File: src/touch_adc_map.svh
// offsets, field positions, reset values and counts for the touch adc control block
// assumes a single oscillator clock and a decoded register port in front of it
//
// Operation
// - resolution programmable as ten or twelve bits
// - ten-bit conversion uses fewer conversion clocks
// - conversion clock divided from oscillator by field
// - divide field zero clocks converter directly
// - state machines run on the oscillator clock
// - wait stabilization delay after drivers turn on
// - drivers-only command; host converts after settling
// - mode one: touch starts sequence by itself
// - mode two: host starts, device sequences
// - results are unsigned straight binary codes
// - two control registers steer the converter
// - result stored in its channel result register
// - config zero reads 4000h, writes zero
// - multiplexer routes panel or aux to converter
// - pressure uses x sample and two cross samples
// - triplet per axis: two positions, one current
// - data-available irq after conversion completes
// - pen-touch irq while touch detected
`ifndef TOUCH_ADC_MAP_SVH
`define TOUCH_ADC_MAP_SVH

// ==========================================
// register offsets (register index)
`define ADDR_CFG0 4'h0
`define ADDR_CMD 4'h1
`define ADDR_RES_BASE 4'h2
`define ADDR_RES_LAST 4'hA

// ==========================================
// configuration register zero layout
`define CFG0_READ_RESET 16'h4000
`define CFG0_WRITE_RESET 16'h0000
`define CFG0_IDLE_BIT 14
`define CFG0_RES12_BIT 13
`define CFG0_CLKDIV_LSB 11
`define CFG0_STAB_LSB 8
`define CFG0_MODE_LSB 6
`define CFG0_FUNC_LSB 2
`define CFG0_PINT_BIT 1

// ==========================================
// command codes written to the command register
`define CMD_DRIVERS 2'h1
`define CMD_CONVERT 2'h2
`define CMD_STOP 2'h3

// ==========================================
// touch modes
`define MODE_SELF 2'h1
`define MODE_HOST_INIT 2'h2
`define MODE_HOST_CTRL 2'h3

// ==========================================
// counts in oscillator cycles, channel numbers and result msb positions
`define SAMPLE_CYCLES 3'h4
`define STAB_FILL 5'h1F
`define LAST_SCAN_CHAN 4'h7
`define AUX_CHAN 4'h8
`define MSB_12 4'hB
`define MSB_10 4'h9

`endif

File: src/touch_adc_pkg.sv
// types shared by the touch adc control block and its clock divider
// assumes the map header for field positions
package touch_adc_pkg;

	// ==========================================
	// conversion sequencer states, one-hot
	typedef enum logic [4:0] {
		ST_IDLE = 5'h01,
		ST_STAB = 5'h02,
		ST_SAMPLE = 5'h04,
		ST_CONV = 5'h08,
		ST_STORE = 5'h10
	} conv_state_t;

	// ==========================================
	// divider state
	typedef struct packed {
		logic [2:0] cnt;
	} div_state_t;

	// ==========================================
	// whole state of the control block
	typedef struct packed {
		conv_state_t state;
		logic [15:0] cfg0;
		logic [11:0] sar;
		logic [3:0] bit_idx;
		logic [3:0] chan;
		logic scan_all;
		logic [7:0] stab_cnt;
		logic [2:0] samp_cnt;
		logic hold_drv;
		logic drv;
		logic shold;
		logic avail;
		logic pen_irq;
		logic pin;
		logic [15:0] rd_data;
		logic [8:0][11:0] res;
	} ctrl_state_t;

endpackage

File: src/touch_adc_conversion_control.sv
// conversion control for a four-wire resistive touch controller
// assumes register port already decoded from the serial slave and comparator synchronous
`timescale 1ns/100ps
`include "touch_adc_map.svh"

module touch_adc_conversion_control (
	// clock and reset
	input wire logic sys_clk,
	input wire logic reset,
	// register port
	input wire logic reg_wr_en,
	input wire logic reg_rd_en,
	input wire logic [3:0] reg_addr,
	input wire logic [15:0] reg_wr_data,
	output logic [15:0] reg_rd_data,
	// panel and converter front end
	input wire logic pen_touch_in,
	input wire logic cmp_high,
	output logic [3:0] mux_sel,
	output logic drivers_on,
	output logic sample_hold,
	output logic [11:0] sar_code,
	// status and interrupt
	output logic result_available,
	output logic pen_touch_irq,
	output logic touch_or_result_irq_pin
);
	import touch_adc_pkg::*;

	// ==========================================
	// state and decoded fields
	touch_adc_pkg::ctrl_state_t s_r; // registered state
	touch_adc_pkg::ctrl_state_t s_nxt; // next state
	logic conv_tick; // conversion clock tick
	logic div_restart; // realign divider at conversion start
	logic res12; // twelve-bit resolution selected
	logic [1:0] clk_div; // conversion clock divide field
	logic [2:0] stab_code; // stabilization delay code
	logic [1:0] mode; // touch mode
	logic [3:0] func; // converter function select
	logic pint_dav; // irq pin shows result available
	logic cmd_wr; // command register written
	logic [1:0] cmd; // command code
	logic start_seq; // begin a settled sequence
	logic start_direct; // begin a host-controlled conversion
	logic [3:0] first_chan; // first channel of a request
	logic res_read; // a result register is read

	// ==========================================
	// conversion clock divider
	conv_clock_divider u_div (
		.sys_clk(sys_clk),
		.reset(reset),
		.divide(clk_div),
		.restart(div_restart),
		.tick(conv_tick)
	);

	// ==========================================
	// field decode of configuration register zero
	always_comb begin
		res12 = s_r.cfg0[`CFG0_RES12_BIT];
		clk_div = s_r.cfg0[`CFG0_CLKDIV_LSB +: 2];
		stab_code = s_r.cfg0[`CFG0_STAB_LSB +: 3];
		mode = s_r.cfg0[`CFG0_MODE_LSB +: 2];
		func = s_r.cfg0[`CFG0_FUNC_LSB +: 4];
		pint_dav = s_r.cfg0[`CFG0_PINT_BIT];
		cmd_wr = reg_wr_en && (reg_addr == `ADDR_CMD);
		cmd = reg_wr_data[1:0];
		res_read = reg_rd_en && (reg_addr >= `ADDR_RES_BASE) && (reg_addr <= `ADDR_RES_LAST);
		// function zero is the full triplet and cross-panel scan
		if (func == 4'h0) begin
			first_chan = 4'h0;
		end else if (func <= 4'h9) begin
			first_chan = func - 4'h1;
		end else begin
			first_chan = `AUX_CHAN;
		end
	end

	// ==========================================
	// start conditions per touch mode
	always_comb begin
		start_seq = 1'b0;
		start_direct = 1'b0;
		if (s_r.state == ST_IDLE) begin
			if (mode == `MODE_SELF) begin
				start_seq = pen_touch_in;
			end else if (mode == `MODE_HOST_INIT) begin
				start_seq = cmd_wr && (cmd == `CMD_CONVERT);
			end else begin
				start_direct = cmd_wr && (cmd == `CMD_CONVERT);
			end
		end
		div_restart = (s_r.state == ST_SAMPLE) && (s_r.samp_cnt == 3'h1);
	end

	// ==========================================
	// next-state logic: registers, sequencer, flags
	always_comb begin
		s_nxt = s_r;
		// register writes
		if (reg_wr_en && (reg_addr == `ADDR_CFG0)) begin
			s_nxt.cfg0 = reg_wr_data;
		end
		// register reads, answered one cycle later
		if (reg_rd_en) begin
			if (reg_addr == `ADDR_CFG0) begin
				s_nxt.rd_data = s_r.cfg0;
				s_nxt.rd_data[`CFG0_IDLE_BIT] = (s_r.state == ST_IDLE);
			end else if (reg_addr == `ADDR_CMD) begin
				s_nxt.rd_data = {14'h0000, s_r.hold_drv, s_r.state != ST_IDLE};
			end else if (res_read) begin
				s_nxt.rd_data = {4'h0, s_r.res[reg_addr - `ADDR_RES_BASE]};
			end else begin
				s_nxt.rd_data = 16'h0000;
			end
		end
		// reading a result clears data available
		if (res_read) begin
			s_nxt.avail = 1'b0;
		end
		// sequencer
		case (s_r.state)
			ST_IDLE: begin
				if (cmd_wr && (cmd == `CMD_DRIVERS)) begin
					s_nxt.hold_drv = 1'b1;
				end
				if (start_seq) begin
					s_nxt.state = ST_STAB;
					s_nxt.chan = first_chan;
					s_nxt.scan_all = (func == 4'h0);
					s_nxt.stab_cnt = {stab_code, `STAB_FILL};
				end else if (start_direct) begin
					// host has already settled the panel
					s_nxt.state = ST_SAMPLE;
					s_nxt.chan = first_chan;
					s_nxt.scan_all = 1'b0;
					s_nxt.samp_cnt = `SAMPLE_CYCLES;
				end
			end
			ST_STAB: begin
				// drivers are on, wait for the panel to settle
				if (s_r.stab_cnt == 8'h00) begin
					s_nxt.state = ST_SAMPLE;
					s_nxt.samp_cnt = `SAMPLE_CYCLES;
				end else begin
					s_nxt.stab_cnt = s_r.stab_cnt - 8'h01;
				end
			end
			ST_SAMPLE: begin
				// track then hold on the sampling capacitor
				if (s_r.samp_cnt == 3'h1) begin
					s_nxt.state = ST_CONV;
					s_nxt.bit_idx = res12 ? `MSB_12 : `MSB_10;
					s_nxt.sar = 12'h000;
					s_nxt.sar[res12 ? `MSB_12 : `MSB_10] = 1'b1;
				end else begin
					s_nxt.samp_cnt = s_r.samp_cnt - 3'h1;
				end
			end
			ST_CONV: begin
				// one bit decided per conversion clock
				if (conv_tick) begin
					if (!cmp_high) begin
						s_nxt.sar[s_r.bit_idx] = 1'b0;
					end
					if (s_r.bit_idx == 4'h0) begin
						s_nxt.state = ST_STORE;
					end else begin
						s_nxt.bit_idx = s_r.bit_idx - 4'h1;
						s_nxt.sar[s_r.bit_idx - 4'h1] = 1'b1;
					end
				end
			end
			ST_STORE: begin
				s_nxt.res[s_r.chan] = s_r.sar;
				s_nxt.avail = 1'b1;
				if (s_r.scan_all && (s_r.chan < `LAST_SCAN_CHAN)) begin
					// next triplet or cross-panel channel
					s_nxt.chan = s_r.chan + 4'h1;
					s_nxt.state = ST_STAB;
					s_nxt.stab_cnt = {stab_code, `STAB_FILL};
				end else begin
					s_nxt.state = ST_IDLE;
				end
			end
			default: begin
				s_nxt.state = ST_IDLE;
			end
		endcase
		// stop aborts any sequence and releases the drivers
		if (cmd_wr && (cmd == `CMD_STOP)) begin
			s_nxt.state = ST_IDLE;
			s_nxt.hold_drv = 1'b0;
		end
		// registered outputs
		s_nxt.drv = (s_nxt.state != ST_IDLE) || s_nxt.hold_drv;
		s_nxt.shold = (s_nxt.state == ST_SAMPLE);
		s_nxt.pen_irq = pen_touch_in;
		s_nxt.pin = pint_dav ? s_nxt.avail : pen_touch_in;
	end

	// ==========================================
	// state register
	always_ff @(posedge sys_clk) begin
		if (reset) begin
			s_r <= '0;
			s_r.state <= ST_IDLE;
			s_r.cfg0 <= `CFG0_WRITE_RESET;
		end else begin
			s_r <= s_nxt;
		end
	end

	// ==========================================
	// outputs straight from flip-flops
	assign reg_rd_data = s_r.rd_data;
	assign mux_sel = s_r.chan;
	assign drivers_on = s_r.drv;
	assign sample_hold = s_r.shold;
	assign sar_code = s_r.sar;
	assign result_available = s_r.avail;
	assign pen_touch_irq = s_r.pen_irq;
	assign touch_or_result_irq_pin = s_r.pin;
endmodule

File: src/conv_clock_divider.sv
// conversion clock divider: one-cycle tick every 1, 2, 4 or 8 oscillator cycles
// assumes restart is pulsed when a conversion begins
`timescale 1ns/100ps
`include "touch_adc_map.svh"

module conv_clock_divider (
	// clock and reset
	input wire logic sys_clk,
	input wire logic reset,
	// control
	input wire logic [1:0] divide,
	input wire logic restart,
	// conversion clock tick
	output logic tick
);
	import touch_adc_pkg::*;

	touch_adc_pkg::div_state_t d_r; // counter state
	touch_adc_pkg::div_state_t d_nxt; // next counter state
	logic [2:0] limit; // last count of one period

	// period is two to the power of the divide field
	always_comb begin
		limit = 3'((4'h1 << divide) - 4'h1);
		// at or past the limit, so a lowered divide setting ticks at once
		tick = (d_r.cnt >= limit);
		d_nxt = d_r;
		if (restart || tick) begin
			d_nxt.cnt = 3'h0;
		end else begin
			d_nxt.cnt = d_r.cnt + 3'h1;
		end
	end

	// register the counter
	always_ff @(posedge sys_clk) begin
		if (reset) begin
			d_r <= '0;
		end else begin
			d_r <= d_nxt;
		end
	end

endmodule

File: config.mk
export PLATFORM = sky130hd
export DESIGN_NAME = touch_adc_conversion_control
export DESIGN_NICKNAME = d
export VERILOG_FILES = /design/src/touch_adc_pkg.sv /design/src/touch_adc_conversion_control.sv /design/src/conv_clock_divider.sv
export VERILOG_INCLUDE_DIRS = /design/src
export SDC_FILE = /design/constraint.sdc
export NUM_CORES = 1
export LEC_CHECK = 0
export BUFFER_PORTS_ARGS = -buffer_cell sky130_fd_sc_hd__buf_2
export CORE_ASPECT_RATIO = 0.5
export CORE_MARGIN = 1.5
export CORE_UTILIZATION = 55
export CTS_CLUSTER_DIAMETER = 80
export DETAILED_ROUTE_END_ITERATION = 10
export PLACE_DENSITY = 0.77
export SYNTH_ARGS = -nofsm -noshare
export SYNTH_HDL_FRONTEND = slang
export SYNTH_HIERARCHICAL = 1
export SYNTH_SLANG_ARGS = --single-unit
File: constraint.sdc
create_clock -name sys_clk -period 6.9 [get_ports sys_clk]
set_clock_uncertainty 0.1 [all_clocks]
set_input_delay 0.69 -clock sys_clk [delete_from_list [all_inputs] [get_ports sys_clk]]
set_output_delay 0.69 -clock sys_clk [all_outputs]
set_load 0.01 [all_outputs]
==> out/metrics.cfg, run 1 <==
[global_route]
grt_first_pass_wirelength_um=37030
antenna_found_initial=0
grt-ovfl-total=0
grt_use_total_pct=27.52
grt_max_degree=96
grt_pass1_vias=7183

[cts]
clkTransAtPathRegs_ps=70
cts_inserted_buffers=17
h-tree-depth=4
cts_resized=0
clock_latency_ps=430
cts_tree=yes
post-cts-setup-buffer-count=0
cts_hold_buffers=0
cts.sinks=185
clockBufferDepth=2
cts_root_buffer=clkbuf_16

[floorplan]
start_util_pct=57.22
die_w_um=183.5
rows=32
die_y_um=93.24
dieArea_um2=17110
core_um2=15660
ios=63

[outcome]
status=completed

[sta]
finalSetupTns_ps=0
setup_viol=0
finalCritPeriodShare_pct=51.07
worst_pin_slew_ps=1194
relSlewSlack_pct=19.94
slew_violations=0
fmax_mhz=283.8
min_period_ps=3524
rsz0062_at_grt=false
hold_violations=0

[job]
maxCapViolCount=0

[final_layout]
antenna_cells=0
drive_above_1_share_pct=13.71
instances_no_fill=1264
nFillCells=1300
nets=1072
area_delta_synth_final_pct=6.523

[logic_synthesis]
avgSynthCellArea_um2=8.348
synth_top_area_share_pct=41.35
yosysTopAreaCell=dfxtp_1
synth.area.top_cells=dfxtp_1 (41%), a21oi_1 (8.0%), nand3_1 (7.1%), nand2_1 (6.6%), mux4_2 (6.0%)
synthTopCellsByCount=dfxtp_1 (185), nand2_1 (157), a21oi_1 (144)
syn-cell-area_um2=8957
synth_async_sr_flop_share_pct=0
synth_seq_cells=185
synth_nets=1114
yosysSeqAreaShare_pct=41.35
post-synth-top-count-cell=dfxtp_1
yosysUniqueCellTypes=63
syn_inst=1073
ys.warnings.count=6
synth_edf_count=0
ys.flop_type=dfxtp_1

[placed_design]
gp_congestion=0.9058
io_buffers=61
dpl.cell_count=1233
hpwl_um=14640

[hold_path]
whs_path_depth=2
hold_class=reg -> reg

[route]
vias_per_cell=6.199
detail-route-antenna-nets=0
drcViolationCount=0
firstDrtPassIters=5
drt-initial-drc-count=831
wirelength_um=23090
vias=7835
post_drt_wl_per_cell_um=18.27

[worst_setup_path]
end_kind=register
critical_path_class=in -> reg
reg2reg_depth=5
required_ps=7140
crit_arrival_ps=3760
crit_fanout=28
start_kind=input pin

[power]
vdd_drop_max_v=0.0001835
p_leak_uw=0.003246
power_density_nw_per_um2=221.0

[layout make-up]
cell class / instances / area, µm² / share of cell area [%]
Inverter: 23 / 86.33 / 0.9048
Tap cell: 221 / 276.5 / 2.898
Timing Repair Buffer: 69 / 367.9 / 3.855
Clock buffer: 17 / 425.4 / 4.458
Multi-Input combinational cell: 735 / 4552 / 47.71
Sequential cell: 185 / 3704 / 38.81
Clock inverter: 14 / 130.1 / 1.364
[per-stage QoR]
step | power [µW] | util, % | setup WS [ps] | hold slack (ps) | cell area, µm²
after CTS | 2113 | 60.95 | 3342 | 351.5 | 9542
after global placement | 1194 | 57.40 | 2968 | 338.6 | 8986
after floorplan | 1172 | - | 3672 | 326.2 | 8957
after global routing | 2166 | 60.95 | 3149 | 361.4 | 9542
after detailed placement | 1195 | 57.40 | 2897 | 341.3 | 8986
final | 2109 | 60.95 | 3376 | 353.8 | 9542
[layout by cell type, fill, tap and decap left out, drive strengths merged, types with 19 or more instances in the layout]
cell / instances
dfxtp: 185
nand2: 157
a21oi: 145
nand3: 127
buf: 69
nor2: 46
inv: 31
mux2i: 26
o21ai: 26
mux4: 24
a211oi: 19
[power by group]
| group | leakage, µW | internal, µW | switching [µW] | total (µW) |
|---|---|---|---|---|
| clock | 0.000271 | 476 | 462 | 937 |
| sequential | 0.00149 | 1070 | 4.51 | 1080 |
| combinational | 0.00148 | 30.3 | 63.5 | 93.8 |
[final timing paths]
path	start	end	slack, ps
max	reg_addr[1]	reg_rd_data[8]$_SDFFE_PP0P_	3380
min	s_r[162]$_SDFFE_PP0P_	s_r[162]$_SDFFE_PP0P_	350
max reg2reg	s_r[179]$_SDFF_PP0_	s_r[103]$_SDFFE_PP0P_	3960
min reg2reg	s_r[162]$_SDFFE_PP0P_	s_r[162]$_SDFFE_PP0P_	350
[cell families after synthesis]
logic type               Yosys count  synth area share [%]
multiplexers                      51                 9.205
adder cells (fa/ha/maj)           15                 2.095
XOR/XNOR                           7                0.6845
AND/OR/NAND/NOR                  414                 22.31
flip-flops                       185                 41.35
AO/OA/AOI/OAI                    248                 16.27
buffers and inverters            153                 8.088
[metal layers]
metal / share of wire (%) / wire length [µm] / global-route usage (%) / up-vias
li1: - / - / - / 3687
met1: 43 / 9954 / 37.13 / 3758
met2: 47 / 10810 / 44.92 / 354
met3: 8.2 / 1885 / 5.296 / 36
met4: 1.9 / 446 / 8.470 / 0
met5: 0 / 0 / 0 / -
[flip-flops by register name, indices dropped and copies added (netlist names)]
name                     flops
s_r                        135
reg_rd_data                 16
sar_code                    12
func                         4
mux_sel                      4
u_div/d_r                    3
clk_div                      2
mode                         2
drivers_on                   1
pen_touch_irq                1
pint_dav                     1
res12                        1
result_available             1
sample_hold                  1
touch_or_result_irq_pin      1
[critical path, cell delays in order]
cell and delay (ps):
buf_2 700, inv_1 140, ha_1 890, and3b_1 560, nand3_1 120, o21ai_0 230, a22oi_1 150, a211oi_1 270
Note: power is estimated with default switching activity, not from simulation.
==> run 2: changes to the inputs <==
--- a/config.mk
+++ b/config.mk
@@ -12,7 +12,7 @@
 export CORE_UTILIZATION = 55
 export CTS_CLUSTER_DIAMETER = 80
 export DETAILED_ROUTE_END_ITERATION = 10
-export PLACE_DENSITY = 0.77
+export PLACE_DENSITY = 0.8
 export SYNTH_ARGS = -nofsm -noshare
 export SYNTH_HDL_FRONTEND = slang
 export SYNTH_HIERARCHICAL = 1
==> constraint.sdc (replaced) <==
create_clock -name sys_clk -period 2.8 [get_ports sys_clk]
set_clock_uncertainty 0.1 [all_clocks]
set_input_delay 0.28 -clock sys_clk [delete_from_list [all_inputs] [get_ports sys_clk]]
set_output_delay 0.28 -clock sys_clk [all_outputs]
set_load 0.01 [all_outputs]
==> run 2 against run 1 <==
Via count increased by 3.5%. Power increased to 2.5 times the previous value. Critical path depth increased by 1. Hold slack got worse by 340 ps. Wire length increased by 5.4%. Global-route usage increased by 1.3 points. Flip-flop and latch count unchanged. First-iteration DRC count decreased by 6.3%. Register-to-register slack got worse by 3800 ps. Sequential power increased by 150%.
==> out/metrics.cfg, run 2 (synthesis gave the netlist of run 1 again) <==
[route]
vias=8113
firstDrtPassIters=6
drcViolationCount=0
detail-route-antenna-nets=0
wirelength_um=24330
drt-initial-drc-count=779
vias_per_cell=6.198
post_drt_wl_per_cell_um=18.59

[worst_setup_path]
start_kind=register
critical_path_class=reg -> reg
crit_fanout=10
crit_arrival_ps=2880
required_ps=3060
end_kind=register

[placed_design]
dpl.cell_count=1264
gp_congestion=0.8890
io_buffers=61
hpwl_um=15700

[hold_path]
hold_class=in -> reg

[floorplan]
rows=32
dieArea_um2=17110
ios=63
core_um2=15660
start_util_pct=57.22
die_w_um=183.5
die_y_um=93.24

[cts]
cts_tree=yes
clockBufferDepth=2
cts.sinks=185
cts_root_buffer=clkbuf_16
clock_latency_ps=440
cts_inserted_buffers=17
cts_resized=0
h-tree-depth=4
clkTransAtPathRegs_ps=80

[power]
p_leak_uw=0.003470
internal_power_uw=3969
total_power_uw=5272
switching_share_pct=24.71
seqPwrFrac_pct=50.4
power_density_nw_per_um2=529.0
power_frac_comb_pct=5.0
power_frac_clock_pct=44.7
vdd_drop_max_v=0.0004139
power.switching_uw=1303

[outcome]
status=completed

[final_layout]
utilization_pct=63.66
area_delta_synth_final_pct=11.26
drive_above_1_share_pct=16.08
final_cell_mix=dfxtp_1 (185), nand2_1 (157), a21oi_1 (144)
largest_reg_flops=135
final_common_cell=dfxtp_1
nFillCells=1238
nets=1116
antenna_cells=0
instances_no_fill=1309
largest-register=s_r

[sta]
setup_viol=0
slew_violations=0
hold_violations=0
min_period_ps=2620
finalSetupTns_ps=0
worst_pin_slew_ps=686.4
fmax_mhz=381.7
finalCritPeriodShare_pct=93.57
rsz0062_at_grt=false
relSlewSlack_pct=53.96

[job]
maxCapViolCount=0

[global_route]
grt_max_degree=133
grt_use_total_pct=28.86
antenna_found_initial=2
grt_first_pass_wirelength_um=38520
grt_pass1_vias=7574
grt-ovfl-total=0

==> run 2: final timing paths <==
kind / end / start / cells past startpoint / slack, ps
worst max-delay path: s_r[147]$_SDFFE_PP0P_ / clk_div[1]$_SDFFE_PP0P_ / 9 / 180
worst min-delay path: s_r[162]$_SDFFE_PP0P_ / reg_wr_data[0] / 3 / 10
worst max register to register: s_r[147]$_SDFFE_PP0P_ / clk_div[1]$_SDFFE_PP0P_ / 9 / 180
worst min register to register: s_r[8]$_SDFFE_PP0P_ / s_r[8]$_SDFFE_PP0P_ / 2 / 360
==> run 2: final cells by class <==
type	count	area [µm²]	share of cell area, %
repair buffers	113	768.2	7.709
clock inverters	13	126.4	1.268
multi-input cells	735	4552	45.67
clock buffers	19	452.9	4.545
inverters	23	86.33	0.8663
well taps	221	276.5	2.775
flip-flops and latches	185	3704	37.16
==> run 2: critical path, stage by stage, from the launching register on <==
cell and delay (ps):
dfxtp_1 360, or2_2 310, ha_1 290, nor2b_2 40, o21ai_2 150, and4bb_2 260
and2_1 360, a21oi_1 170, a311o_1 340, a21oi_1 140
==> run 2: through the flow <==
| stage | cell area, µm² | setup WS, ps | hold WS [ps] |
|---|---|---|---|
| floorplan | 8959 | 61.98 | 253.4 |
| global placement | 9256 | 291.8 | 338.1 |
| detailed placement | 9256 | 235.6 | 344.1 |
| CTS | 9966 | 202.7 | 2.842 |
| global route | 9966 | 60.56 | 5.970 |
| finish | 9966 | 180.0 | 14.58 |
==> run 2: power groups by stage <==
stage               Clock, µW  Combinational (µW)  Sequential [µW]
detailed placement          0                 241             2720
global route             2480                 282             2660
finish                   2350                 262             2660
floorplan                   0                 174             2710
global placement            0                 237             2720
CTS                      2360                 257             2660
==> run 2: layer usage <==
| layer | global-route usage, % | share of wire [%] | wire length (µm) |
|---|---|---|---|
| met1 | 37.13 | 41 | 10030 |
| met2 | 48.33 | 48 | 11680 |
| met3 | 6.153 | 8.8 | 2144 |
| met4 | 10.18 | 2.0 | 477 |
| met5 | 0 | 0 | 0 |
==> run 2: timing repair <==
item,CTS,global route
setup buffers,0,0
hold endpoints to repair,13,0
setup endpoints to repair,0,0
hold buffers,13,0
==> run 3: changes to the inputs <==
--- a/config.mk
+++ b/config.mk
@@ -7,7 +7,7 @@
 export NUM_CORES = 1
 export LEC_CHECK = 0
 export BUFFER_PORTS_ARGS = -buffer_cell sky130_fd_sc_hd__buf_2
-export CORE_ASPECT_RATIO = 0.5
+export CORE_ASPECT_RATIO = 0.6
 export CORE_MARGIN = 1.5
 export CORE_UTILIZATION = 55
 export CTS_CLUSTER_DIAMETER = 80
==> run 3 against run 2 <==
The run now ends with hold timing left. Via count fell by 0.92%. Sequential power barely moved. Die area fell by 0.13%. Clock-buffer cell count fell by 1. First-iteration DRC count rose by 36%. Largest power group unchanged. Highest routed layer unchanged.
==> out/metrics.cfg, run 3 (synthesis gave the netlist of run 1 again) <==
[outcome]
status=complete, but fails checks
violations=hold timing

[final_layout]
largest_reg_flops=135
nFillCells=1318
drive_above_1_share_pct=15.57
largest-register=s_r
antenna_cells=0
area_delta_synth_final_pct=10.42
nets=1107
final_common_cell=dfxtp_1
final_cell_mix=dfxtp_1 (185), nand2_1 (157), a21oi_1 (144)

[worst_setup_path]
required_ps=3080
end_kind=register
rr_startpoint=clk_div[1]$_SDFFE_PP0P_
critical_path_class=reg -> reg
start_kind=register
crit_fanout=9
reg2reg_to=s_r[147]$_SDFFE_PP0P_
crit_arrival_ps=2870
reg2reg_depth=9
r2r_setup_slack_ps=200

[sta]
relSlewSlack_pct=41.30
fmax_mhz=385.2
finalCritPeriodShare_pct=92.71
finalSetupTns_ps=0
setup_viol=0
hold_violations=1
rsz0062_at_grt=false
worst_pin_slew_ps=875.3
min_period_ps=2596
whs_ps=-1.179
slew_violations=0

[floorplan]
start_util_pct=57.29
ios=63
dieArea_um2=17090
rows=35
core_um2=15630
die_w_um=167.8
die_y_um=101.9

[global_route]
grt_use_total_pct=30.82
grt_pass1_vias=7355
antenna_found_initial=0
grt-ovfl-total=0
grt_first_pass_wirelength_um=40480
grt_max_degree=111

[cts]
cts_inserted_buffers=17
cts_root_buffer=clkbuf_16
clkTransAtPathRegs_ps=80
cts.sinks=185
cts_tree=yes
clockBufferDepth=2
cts_resized=0
post-cts-setup-buffer-count=0
h-tree-depth=4
clock_latency_ps=440

[placed_design]
io_buffers=61
gp_congestion=0.8929
hpwl_um=16820

[hold_path]
whs_path_depth=3
worstHoldStart=reg_wr_data[3]
hold-path-endpoint=func[1]$_SDFFE_PP0P_
hold_class=in -> reg

[route]
vias_per_cell=6.270
vias=8038
post_drt_wl_per_cell_um=19.82
firstDrtPassIters=5
detail-route-antenna-nets=0
wirelength_um=25410
drt-initial-drc-count=1063
drcViolationCount=0

[power]
p_leak_uw=0.003450
vdd_drop_max_v=0.0004005
power_density_nw_per_um2=544.0

[job]
maxCapViolCount=0

-- run 3: power by group --
part           switching, µW  total [µW]  internal [µW]  leakage (µW)
Combinational            169         269           99.5       0.00166
Sequential              11.9        2660           2640       0.00149
Clock                   1170        2460           1290      0.000295
-- run 3: cell type report --
cell class	instances	area, µm²	area share [%]
clock inverter	14	160.2	1.619
sequential	185	3704	37.44
tap	203	254.0	2.568
multi-input combinational	735	4552	46.02
timing repair buffer	104	695.7	7.034
inverter	23	86.33	0.8729
clock buffer	18	439.2	4.440
-- run 3: timing repair --
| action | in CTS | in global routing |
|---|---|---|
| hold buffers | 11 | 0 |
| hold endpoints to repair | 14 | 0 |
| endpoints found under the setup margin | 0 | 0 |
-- run 3: through the flow --
stage | power [µW] | setup WS, ps | utilization [%] | cell area, µm² | instances
floorplan | 2888 | 61.98 | - | 8959 | 1073
global placement | 2964 | 318.1 | 58.73 | 9181 | 1239
detailed placement | 2966 | 248.8 | 58.73 | 9181 | 1239
CTS | 5370 | 218.9 | 63.27 | 9891 | 1282
global route | 5517 | 48.80 | 63.27 | 9891 | 1282
finish | 5381 | 204.2 | 63.27 | 9891 | 1282
-- run 3: layer usage --
layer	wire length (µm)	track usage [%]	vias to the layer above	share of wire, %
met5	0	0	-	0
met1	11570	46.38	3779	46
met3	3137	7.049	35	12
li1	-	-	3761	-
met2	10360	43.72	463	41
met4	342	9.494	0	1.3
-- run 3: how the worst max path moves through the flow --
stage | from | end
final | clk_div[1]$_SDFFE_PP0P_ | s_r[147]$_SDFFE_PP0P_
after CTS | clk_div[1]$_SDFFE_PP0P_ | s_r[147]$_SDFFE_PP0P_
after detailed placement | clk_div[1]$_SDFFE_PP0P_ | s_r[147]$_SDFFE_PP0P_
after floorplan | reg_addr[1] | reg_rd_data[1]$_SDFFE_PP0P_
after global placement | clk_div[1]$_SDFFE_PP0P_ | s_r[147]$_SDFFE_PP0P_
after global routing | clk_div[1]$_SDFFE_PP0P_ | s_r[147]$_SDFFE_PP0P_
-- run 3: worst max-delay path, cell delays in order (launching register included) --
cell and delay [ps]:
dfxtp_1 360, or2_2 340, ha_1 300, nor2b_2 50, o21ai_2 140, and4bb_2 260, and2_1 340, a21oi_1 180
a311o_1 340, a21oi_1 130
